File: config.mk
export PLATFORM = sky130hd
export DESIGN_NAME = phy_mgmt_register_bank
export DESIGN_NICKNAME = d
export VERILOG_FILES = /design/src/inc/phy_mgmt_pkg.sv /design/src/design/phy_mgmt_register_bank.sv
export VERILOG_INCLUDE_DIRS = /design/src /design/src/inc
export SDC_FILE = /design/constraint.sdc
export NUM_CORES = 1
export LEC_CHECK = 0
export BUFFER_PORTS_ARGS = -buffer_cell sky130_fd_sc_hd__buf_2
export CAP_MARGIN = 25
export CORE_UTILIZATION = 48
export CTS_CLUSTER_SIZE = 20
export DETAILED_ROUTE_END_ITERATION = 8
export GPL_ROUTABILITY_DRIVEN = 1
export GPL_TIMING_DRIVEN = 0
export PLACE_DENSITY = 0.81
export RECOVER_POWER = 50
export SLEW_MARGIN = 30
export SYNTH_ARGS = -nofsm -noshare
export SYNTH_HDL_FRONTEND = slang
export SYNTH_SLANG_ARGS = --single-unit
File: constraint.sdc
create_clock -name CLK_I -period 1.3 [get_ports CLK_I]
set_input_delay 0.065 -clock CLK_I [delete_from_list [all_inputs] [get_ports CLK_I]]
set_output_delay 0.065 -clock CLK_I [all_outputs]
set_load 0.005 [all_outputs]
File: src/inc/phy_mgmt_defs.svh
`ifndef PHY_MGMT_DEFS_SVH
`define PHY_MGMT_DEFS_SVH
// ------------------------------------------------------------
// Register indices
// ------------------------------------------------------------
`define IDX_BASIC_MODE_CONTROL   5'h00
`define IDX_BASIC_MODE_STATUS    5'h01
`define IDX_PHY_IDENT_HIGH       5'h02
`define IDX_PHY_IDENT_LOW        5'h03
`define IDX_AN_ADVERTISE         5'h04
`define IDX_AN_PARTNER_ABILITY   5'h05
`define IDX_AN_EXPANSION         5'h06
// ------------------------------------------------------------
// Control field positions
// ------------------------------------------------------------
`define CTL_SOFT_RESET   15
`define CTL_LOOPBACK     14
`define CTL_SPEED        13
`define CTL_AN_ENABLE    12
`define CTL_POWER_DOWN   11
`define CTL_AN_RESTART   9
`define CTL_DUPLEX       8
`define CTL_COL_TEST     7
// ------------------------------------------------------------
// Status fixed bits, advertisement and expansion fields
// ------------------------------------------------------------
`define STS_FIXED_MASK   16'hFFC9
`define STS_FIXED_VALUE  16'h7809
`define ADV_PAUSE        10
`define ADV_ABIL_HI      8
`define ADV_ABIL_LO      5
`define ADV_SEL_HI       4
`define ADV_SEL_LO       0
`define LP_VALID_MASK    16'hE7FF
`define STS_AN_DONE      5
`define STS_REMOTE_FAULT 4
`define STS_LINK         2
`define STS_JABBER       1
`define EXP_PAR_FAULT    4
`define EXP_LP_NEXT      3
`define EXP_NEW_PAGE     1
`define EXP_LP_AN        0
`define LP_NEXT_PAGE     15
`define ADV_WR_MASK      16'h05FF
// ------------------------------------------------------------
// Reset values and timing
// ------------------------------------------------------------
`define RST_SPEED        1'b1
`define RST_AN_ENABLE    1'b1
`define RST_DUPLEX       1'b1
`define RST_ADV_ABIL     4'hF
`define RST_ADV_SEL      5'h01
`define SOFT_RST_CYCLES  5'h10
`endif

File: src/inc/phy_mgmt_pkg.sv
package phy_mgmt_pkg;
  typedef enum logic [1:0] {
    ACC_IDLE = 2'h0,
    ACC_EXEC = 2'h1,
    ACC_DONE = 2'h3
  } acc_state_e;

  typedef struct packed {
    logic        write;
    logic [4:0]  index;
    logic [15:0] wdata;
  } acc_req_s;

  typedef struct packed {
    logic        an_done;
    logic        an_speed_100;
    logic        an_full_duplex;
    logic        remote_fault;
    logic        link_ok;
    logic        jabber;
    logic        page_valid;
    logic [15:0] partner_page;
    logic        parallel_detect_fault;
    logic        partner_an_able;
  } phy_events_s;

  typedef struct packed {
    acc_state_e  st;
    acc_req_s    req;
    logic [15:0] rdata;
    logic        soft_rst;
    logic [4:0]  rst_cnt;
    logic        loopback;
    logic        speed;
    logic        an_en;
    logic        pwr_dn;
    logic        an_rst;
    logic        duplex;
    logic        col_test;
    logic        pause;
    logic [3:0]  adv;
    logic [4:0]  sel;
    logic [15:0] lp;
    logic        rf;
    logic        link;
    logic        jab;
    logic        pdf;
    logic        npr;
    logic        an_prev;
  } bank_state_s;
endpackage

File: src/design/phy_mgmt_register_bank.sv
// Summary of operation
// Writing control bit 15 starts soft reset; it self-clears when done.
// Control bit 14 enables loopback; resets to zero.
// Control bit 13 picks 100Mb/s when one, 10Mb/s when zero.
// Control bit 12 enables negotiation; manual speed and duplex then ignored.
// Control bit 11 powers the PHY down; resets to zero.
// Writing control bit 9 restarts negotiation; clears when negotiation ends.
// Control bit 8 selects full duplex when negotiation is off.
// Control bit 7 enables collision test; bit 10 reads zero.
// Status capability bits are fixed constants.
// Status bit 5 shows negotiation complete.
// Status bit 4 latches far-end fault; status read clears it.
// Status bit 2 is latch-low link status, resets to zero.
// Status bit 1 latches jabber; resets to zero.
// First identifier holds vendor bits 3 to 18 on bits 15 to 0.
// Second identifier holds vendor bits 19 to 24, model and revision.
// Advertisement bits 8 to 5 are writable ability enables, reset one.
// Selector 4:0 writable, resets to 00001; bits 15 and 9 read zero.
// Pause advertisement bit 10 is writable, reset zero, no PHY effect.
// Partner ability is read-only, resets zero, mirrors partner base page.
// Expansion bits 4 and 1 latch high; bit 2 reads zero.
// Expansion bit 3 partner next page, bit 0 partner negotiation.
// Access takes index, write flag, data; done ends it, read data returns.
// Latch-high bits hold until read; latch-low holds zero until read.
`timescale 1ns/1ns
`default_nettype none
`include "phy_mgmt_defs.svh"

module phy_mgmt_register_bank #(
  parameter logic [24:1] VENDOR_OUI = 24'h5A3C96, // Arbitrary value.
  parameter logic [5:0]  MODEL_NUM  = 6'h2A,      // Arbitrary value.
  parameter logic [3:0]  REV_NUM    = 4'h5        // Arbitrary value.
) (
  input  wire logic                     CLK_I,
  input  wire logic                     RST_I,
  input  wire logic                     ACC_VALID_I,
  input  wire phy_mgmt_pkg::acc_req_s   ACC_REQ_I,
  input  wire phy_mgmt_pkg::phy_events_s EV_I,
  output logic                          ACC_BUSY_O,
  output logic                          ACC_DONE_O,
  output logic [15:0]                   ACC_RDATA_O,
  output logic                          PHY_RESET_O,
  output logic                          LOOPBACK_O,
  output logic                          SPEED_100_O,
  output logic                          FULL_DUPLEX_O,
  output logic                          AN_ENABLE_O,
  output logic                          AN_RESTART_O,
  output logic                          POWER_DOWN_O,
  output logic                          COLLISION_TEST_O,
  output logic [15:0]                   ADVERTISE_O
);
  import phy_mgmt_pkg::*;

  bank_state_s s;
  bank_state_s next_s;
  logic [21:0] id_bits;
  logic [15:0] ctl_word;
  logic [15:0] sts_word;
  logic [15:0] adv_word;
  logic [15:0] exp_word;
  logic [15:0] rd_word;
  logic        exec;
  logic        done_edge;

  // ----------------------------------------------------------
  // Identifier wiring
  // ----------------------------------------------------------
  // Vendor bits are laid in reverse order; the bottom two are dropped.
  genvar gi;
  generate
    for (gi = 0; gi < 22; gi++) begin : g_oui
      assign id_bits[21-gi] = VENDOR_OUI[3+gi];
    end
  endgenerate

  // ----------------------------------------------------------
  // Read view of each register
  // ----------------------------------------------------------
  // Reserved fields read as zero so software sees a stable value.
  always_comb begin
    ctl_word = 16'h0000;
    ctl_word[`CTL_SOFT_RESET] = s.soft_rst;
    ctl_word[`CTL_LOOPBACK]   = s.loopback;
    ctl_word[`CTL_SPEED]      = s.speed;
    ctl_word[`CTL_AN_ENABLE]  = s.an_en;
    ctl_word[`CTL_POWER_DOWN] = s.pwr_dn;
    ctl_word[`CTL_AN_RESTART] = s.an_rst;
    ctl_word[`CTL_DUPLEX]     = s.duplex;
    ctl_word[`CTL_COL_TEST]   = s.col_test;
    sts_word = `STS_FIXED_VALUE;
    sts_word[`STS_AN_DONE]      = EV_I.an_done;
    sts_word[`STS_REMOTE_FAULT] = s.rf;
    sts_word[`STS_LINK]         = s.link;
    sts_word[`STS_JABBER]       = s.jab;
    adv_word = 16'h0000;
    adv_word[`ADV_PAUSE] = s.pause;
    adv_word[`ADV_ABIL_HI:`ADV_ABIL_LO] = s.adv;
    adv_word[`ADV_SEL_HI:`ADV_SEL_LO]   = s.sel;
    exp_word = 16'h0000;
    exp_word[`EXP_PAR_FAULT] = s.pdf;
    exp_word[`EXP_LP_NEXT]   = s.lp[`LP_NEXT_PAGE];
    exp_word[`EXP_NEW_PAGE]  = s.npr;
    exp_word[`EXP_LP_AN]     = EV_I.partner_an_able;
    case (s.req.index)
      `IDX_BASIC_MODE_CONTROL: rd_word = ctl_word;
      `IDX_BASIC_MODE_STATUS:  rd_word = sts_word;
      `IDX_PHY_IDENT_HIGH:     rd_word = id_bits[21:6];
      `IDX_PHY_IDENT_LOW:      rd_word = {id_bits[5:0], MODEL_NUM,
                                          REV_NUM};
      `IDX_AN_ADVERTISE:       rd_word = adv_word;
      `IDX_AN_PARTNER_ABILITY: rd_word = s.lp;
      `IDX_AN_EXPANSION:       rd_word = exp_word;
      default:                 rd_word = 16'h0000;
    endcase
  end

  // ----------------------------------------------------------
  // Next state
  // ----------------------------------------------------------
  // Defaults for every bank field, keeping the access machine and an_prev.
  function automatic bank_state_s dflt(input bank_state_s c);
    bank_state_s d;
    d = '0;
    d.st       = c.st;
    d.req      = c.req;
    d.rdata    = c.rdata;
    d.speed    = `RST_SPEED;
    d.an_en    = `RST_AN_ENABLE;
    d.duplex   = `RST_DUPLEX;
    d.adv      = `RST_ADV_ABIL;
    d.sel      = `RST_ADV_SEL;
    d.an_prev  = c.an_prev;
    return d;
  endfunction

  assign exec      = (s.st == ACC_EXEC);
  assign done_edge = EV_I.an_done && !s.an_prev;

  // Clear-on-read is applied first so a read in the same cycle as an
  // event still leaves the event recorded afterwards.
  always_comb begin
    next_s = s;
    next_s.an_prev = EV_I.an_done;
    // Clear-on-read for the status and expansion latches.
    if (exec && !s.req.write &&
        s.req.index == `IDX_BASIC_MODE_STATUS) begin
      next_s.rf   = 1'b0;
      next_s.jab  = 1'b0;
      next_s.link = EV_I.link_ok;
    end else begin
      next_s.link = s.link & EV_I.link_ok;
    end
    if (exec && !s.req.write &&
        s.req.index == `IDX_AN_EXPANSION) begin
      next_s.pdf = 1'b0;
      next_s.npr = 1'b0;
    end
    if (EV_I.remote_fault) next_s.rf = 1'b1;
    if (EV_I.jabber) next_s.jab = 1'b1;
    if (EV_I.parallel_detect_fault) next_s.pdf = 1'b1;
    if (EV_I.page_valid) begin
      next_s.npr = 1'b1;
      next_s.lp  = EV_I.partner_page & `LP_VALID_MASK;
    end
    // Restart bit drops when negotiation finishes.
    if (s.an_rst && done_edge) next_s.an_rst = 1'b0;
    // Register writes; ignored while a soft reset runs.
    if (exec && s.req.write && !s.soft_rst) begin
      if (s.req.index == `IDX_BASIC_MODE_CONTROL) begin
        if (s.req.wdata[`CTL_SOFT_RESET]) begin
          next_s          = dflt(next_s);
          next_s.soft_rst = 1'b1;
          next_s.rst_cnt  = `SOFT_RST_CYCLES;
        end else begin
          next_s.loopback = s.req.wdata[`CTL_LOOPBACK];
          next_s.speed    = s.req.wdata[`CTL_SPEED];
          next_s.an_en    = s.req.wdata[`CTL_AN_ENABLE];
          next_s.pwr_dn   = s.req.wdata[`CTL_POWER_DOWN];
          next_s.duplex   = s.req.wdata[`CTL_DUPLEX];
          next_s.col_test = s.req.wdata[`CTL_COL_TEST];
          if (s.req.wdata[`CTL_AN_RESTART]) begin
            next_s.an_rst = 1'b1;
          end
        end
      end else if (s.req.index == `IDX_AN_ADVERTISE) begin
        next_s.pause = s.req.wdata[`ADV_PAUSE];
        next_s.adv = s.req.wdata[`ADV_ABIL_HI:`ADV_ABIL_LO];
        next_s.sel = s.req.wdata[`ADV_SEL_HI:`ADV_SEL_LO];
      end
    end
    // Soft reset counts down, then returns every field except the access machine and an_prev to default.
    if (s.soft_rst) begin
      next_s.rst_cnt = s.rst_cnt - 5'h01;
      if (s.rst_cnt == 5'h01) begin
        next_s = dflt(next_s);
        next_s.an_prev = EV_I.an_done;
      end
    end
    // Access sequencer: take, execute, answer for one cycle.
    case (s.st)
      ACC_IDLE: begin
        if (ACC_VALID_I) begin
          next_s.st  = ACC_EXEC;
          next_s.req = ACC_REQ_I;
        end
      end
      ACC_EXEC: begin
        next_s.st = ACC_DONE;
        if (!s.req.write) next_s.rdata = rd_word;
      end
      ACC_DONE: next_s.st = ACC_IDLE;
      default:  next_s.st = ACC_IDLE;
    endcase
  end

  // ----------------------------------------------------------
  // State register
  // ----------------------------------------------------------
  always_ff @(posedge CLK_I) begin
    if (RST_I) begin
      s <= dflt('0);
    end else begin
      s <= next_s;
    end
  end

  // ----------------------------------------------------------
  // Outputs
  // ----------------------------------------------------------
  // Negotiated mode overrides the manual bits while enabled.
  assign SPEED_100_O   = s.an_en ? EV_I.an_speed_100 : s.speed;
  assign FULL_DUPLEX_O = s.an_en ? EV_I.an_full_duplex
                                 : s.duplex;
  assign ACC_BUSY_O       = (s.st != ACC_IDLE);
  assign ACC_DONE_O       = (s.st == ACC_DONE);
  assign ACC_RDATA_O      = s.rdata;
  assign PHY_RESET_O      = s.soft_rst;
  assign LOOPBACK_O       = s.loopback;
  assign AN_ENABLE_O      = s.an_en;
  assign AN_RESTART_O     = s.an_rst;
  assign POWER_DOWN_O     = s.pwr_dn;
  assign COLLISION_TEST_O = s.col_test;
  assign ADVERTISE_O      = adv_word;
endmodule // phy_mgmt_register_bank
`default_nettype wire

==> results by stage <==
Logic synthesis:
- Measured against the total synthesized area, the mux share comes to 7.71%.
- The register bit count reported by yosys is 85.
- The post-synthesis compound-gate area fraction is 14.8%.
- The mapped cell area is 0.00372 sq mm.
- After synthesis, the largest area contributor takes up 45.8% of total cell area.
- Counting flops with an async set or reset pin after synthesis yields a share of 0%.
- Of the total synthesized cell area, the portion taken by full adders, half adders and majority gates is 0.673%.
- The dominant combinational cell family by area after synthesis is simple AND/OR/NAND/NOR gates.
- The number of enable flip-flop cells after synthesis is 0.
- Sequential cells were found to cover a little under half of the synthesized design area.
- The area share of xor/xnor cells in the synthesized design is 0%.
- The biggest area contributor in the post-synthesis netlist is dfxtp_1.
- The area share of and/or/nand/nor cells after synthesis is 20.1%.
- The mean instance size in the synthesized netlist is 8.37 sq um.
- The number of warnings printed during yosys synthesis is 0.
- The netlist uses 51 different library cells.
- After technology mapping, the gate count stands at about 440.
- The most frequently used flop master after synthesis is dfxtp_1.
- Sorting the synthesized cells by area gives the leading types as dfxtp_1 (46%), nand2_1 (8.6%), buf_4 (6.5%).

Routing:
- The average wire per cell in the routed design is around 17 um.
- The remaining antenna violation count after routing is 0.
- The detailed-routing iteration count for the pre-antenna-repair pass is 4.
- The via count of the routed design is approximately 3.8k.
- After detailed routing, the number of remaining DRC violations is 0.
- The initial detailed-routing violation count is 302.
- The total routed wirelength is roughly 12 mm.
- The mean number of vias per cell is 5.39.

Final layout:
- The antenna diode instance count is 0.
- The post-route netlist has 37.5% of its cells at a drive strength greater than 1.
- The signed area change from the synthesized netlist to the final layout is 46.2%.
- The final layout contains roughly 660 nets.
- The post-route core utilization is 73.8%.
- In the layout the commonest cells are buf_2 (83), nand2_1 (81), dfxtp_1 (77).
- The leading cell type in the layout, fill and taps excluded is buf_2.
- After the flow finishes, the layout carries non-filler instances totaling between 700 and 800.
- The layout has 499 filler cells.

Run status:
- The final reports fail on setup timing.
- The run finished, with violations left.

Critical path:
- The number of cells on the worst reg-to-reg path is 7.
- The critical path arrival is 1.78 ns.
- The register-to-register setup slack is -0.23 ns.
- Of all nets on the critical path, the largest fanout is 8.
- The endpoint of the worst-slack reg-to-reg timing path is ACC_RDATA_O[5].
- The worst setup path is of the reg -> reg kind.
- The required time at the endpoint of the critical path is between 1.5 and 2 ns.
- The worst setup path is launched from a flip-flop.
- The worst setup path is captured at a flip-flop.
- In this run the critical register-to-register path is launched from s[79].

STA:
- Setup slack on the critical path of the routed design comes to -0.226 ns.
- The setup TNS is -7.56 ns.
- The tightest hold path in the finished design has a slack of 0.132 ns.
- The final number of max-transition violations came to 0.
- The final clock period utilization by the worst path is 117%.
- The fmax is 655 MHz.
- The relative slew slack is 55.4%.
- At the pin with the least slew margin, the transition time is 0.668 ns.
- Clock skew on the completed layout was measured at 0.0155 ns.
- The number of failing hold endpoints at the final stage is 0.
- Setup repair after global routing could not meet its margin everywhere.
- The shortest clock period the worst path allows after layout is approximately 1.5 ns.
- Setup violations remaining at the end of the flow were counted as 59.

Worst hold path:
- The classification of the worst-slack hold path is in -> reg.
- The end of the worst hold path is s[10].
- Counting instances, the worst hold path has a depth of 3.
- The beginning of the worst hold path is EV_I[18].

Power:
- The worst-case IR drop observed on VDD is 0.000586 V.
- The static leakage is 2.47 nW.
- Dividing total power by cell area gives a power density of 1030 mW/mm^2.
- Total power for the finished layout comes to roughly 5.6 mW.

CTS:
- The number of buffers added by the clock tree synthesis step is 9.
- The clock edge transition at the registers on the reported setup and hold paths is approximately 0.09 ns.
- The insertion delay of the later-clocked pin in the worst-skew pair is 0.37 ns.
- The buffer levels on the longest clock path is 2.
- TritonCTS built the clock tree.
- The clock drives 85 sinks.
- The cell at the root of the clock tree is clkbuf_8.
- The H-tree generated during clock tree synthesis spans 3 levels.

Floorplan:
- The initialized floorplan defines 31 standard-cell rows.
- In this run the vertical extent of the chip is 90 um.
- The core region is 0.00737 sq mm.
- The die extent in x is ~90 um.
- The die covers 0.00810 sq mm.
- For this configuration, the core starts out at a cell density of 50.4%.
- The number of ports placed on the die boundary is 92.

Global routing:
- The pin count of the biggest net entering global routing is 16.
- The number of global-route vias before repair was between 3k and 4k.
- Global routing finished with a remaining overflow of 0.
- The initial antenna violation count came to 0.
- The total routing resource utilization after global routing is 27.6%.
- The global-route wire length before repair is 17.7 mm.

Placement:
- The count of buffers from port buffering is between 80 and 90.
- Detailed placement ended at an HPWL of roughly 6.7 mm.
- The global placement routability congestion is 0.871.
- The cell count after placement is around 630.

Run:
- The tool flagged a number of max-cap violations equal to 0.
[cells by family after synthesis]
logic type      Yosys count
mux                      28
other cells               1
compound gates           93
simple gates            165
fa+ha+maj                 2
flops                    85
buf+inv                  70
[sequential cells by signal, summed over array words and instances, names as in the netlist]
signal,cells
ctl_word,2
AN_RESTART_O,1
exp_word,3
AN_ENABLE_O,1
LOOPBACK_O,1
POWER_DOWN_O,1
ADVERTISE_O,10
ACC_RDATA_O,16
PHY_RESET_O,1
COLLISION_TEST_O,1
s,48
[metrics by stage]
step           area, sq um  setup WS (ns)
4_1_cts               5190         -0.132
6_report              5440         -0.226
2_1_floorplan         3760        -0.0630
5_1_grt               5440         -0.259
3_3_place_gp          4290         -0.362
3_5_place_dp          4290         -0.373
[layer usage]
metal	routed length, um	up-vias	track usage [%]	share of wire (%)
met5	0	-	0	0
met4	609	0	15.2	5.1
met3	922	61	4.23	7.7
met2	5780	226	47.6	48
met1	4690	1741	32.8	39
li1	-	1790	-	-
[critical path, cell delays in order (launching register included)]
cell and delay, ns:
dfxtp_1 0.32, buf_6 0.14, nor2b_2 0.16, buf_6 0.13, buf_4 0.15, a22o_1 0.19, a21oi_1 0.22, o21ai_1 0.10
[what timing repair did]
action | CTS | global route
endpoints found under the hold margin | 42 | 0
cloned | 2 | 2
gates resized for setup | 58 | 45
pin swaps | 15 | 14
setup buffers | 13 | 6
endpoints found under the setup margin | 81 | 79
hold buffers | 42 | 0
[cell usage after synthesis, drive strengths merged (5+ instances only)]
| cell | instances |
|---|---|
| inv | 12 |
| a31oi | 5 |
| nor3 | 5 |
| nand2 | 85 |
| a21oi | 47 |
| nor2 | 35 |
| dfxtp | 85 |
| clkbuf | 13 |
| mux2 | 5 |
| nand3 | 13 |
| mux2i | 23 |
| o21ai | 18 |
| buf | 45 |
[where the power goes]
group	internal [mW]	total, mW	switching (mW)
sequential	2.71	2.79	0.0807
clock	0.817	1.85	1.03
combinational	0.484	0.959	0.475
total	4.01	5.60	1.59
[layout make-up]
type                            instances  area, sq um  area share [%]
Clock inverter                          5         38.8           0.713
Multi-Input combinational cell        295         1850            34.1
Sequential cell                        85         1720            31.7
Timing Repair Buffer                  145         1060            19.4
Buffer                                 57          448            8.24
Tap cell                               99          124            2.28
Inverter                               12         45.0           0.829
Clock buffer                           11          151            2.78
[worst max-delay path by stage]
stage | start | to | slack [ns] | depth (start not counted)
3_3_place_gp | s[80] | ADVERTISE_O[8] | -0.36 | 5
3_5_place_dp | s[80] | ADVERTISE_O[7] | -0.37 | 5
6_report | s[79] | ACC_RDATA_O[5] | -0.23 | 7
4_1_cts | s[84] | s[17] | -0.13 | 5
2_1_floorplan | s[84] | ACC_RDATA_O[7] | -0.06 | 5
5_1_grt | s[79] | ACC_RDATA_O[5] | -0.26 | 7
(Power assumes the default switching activity.)
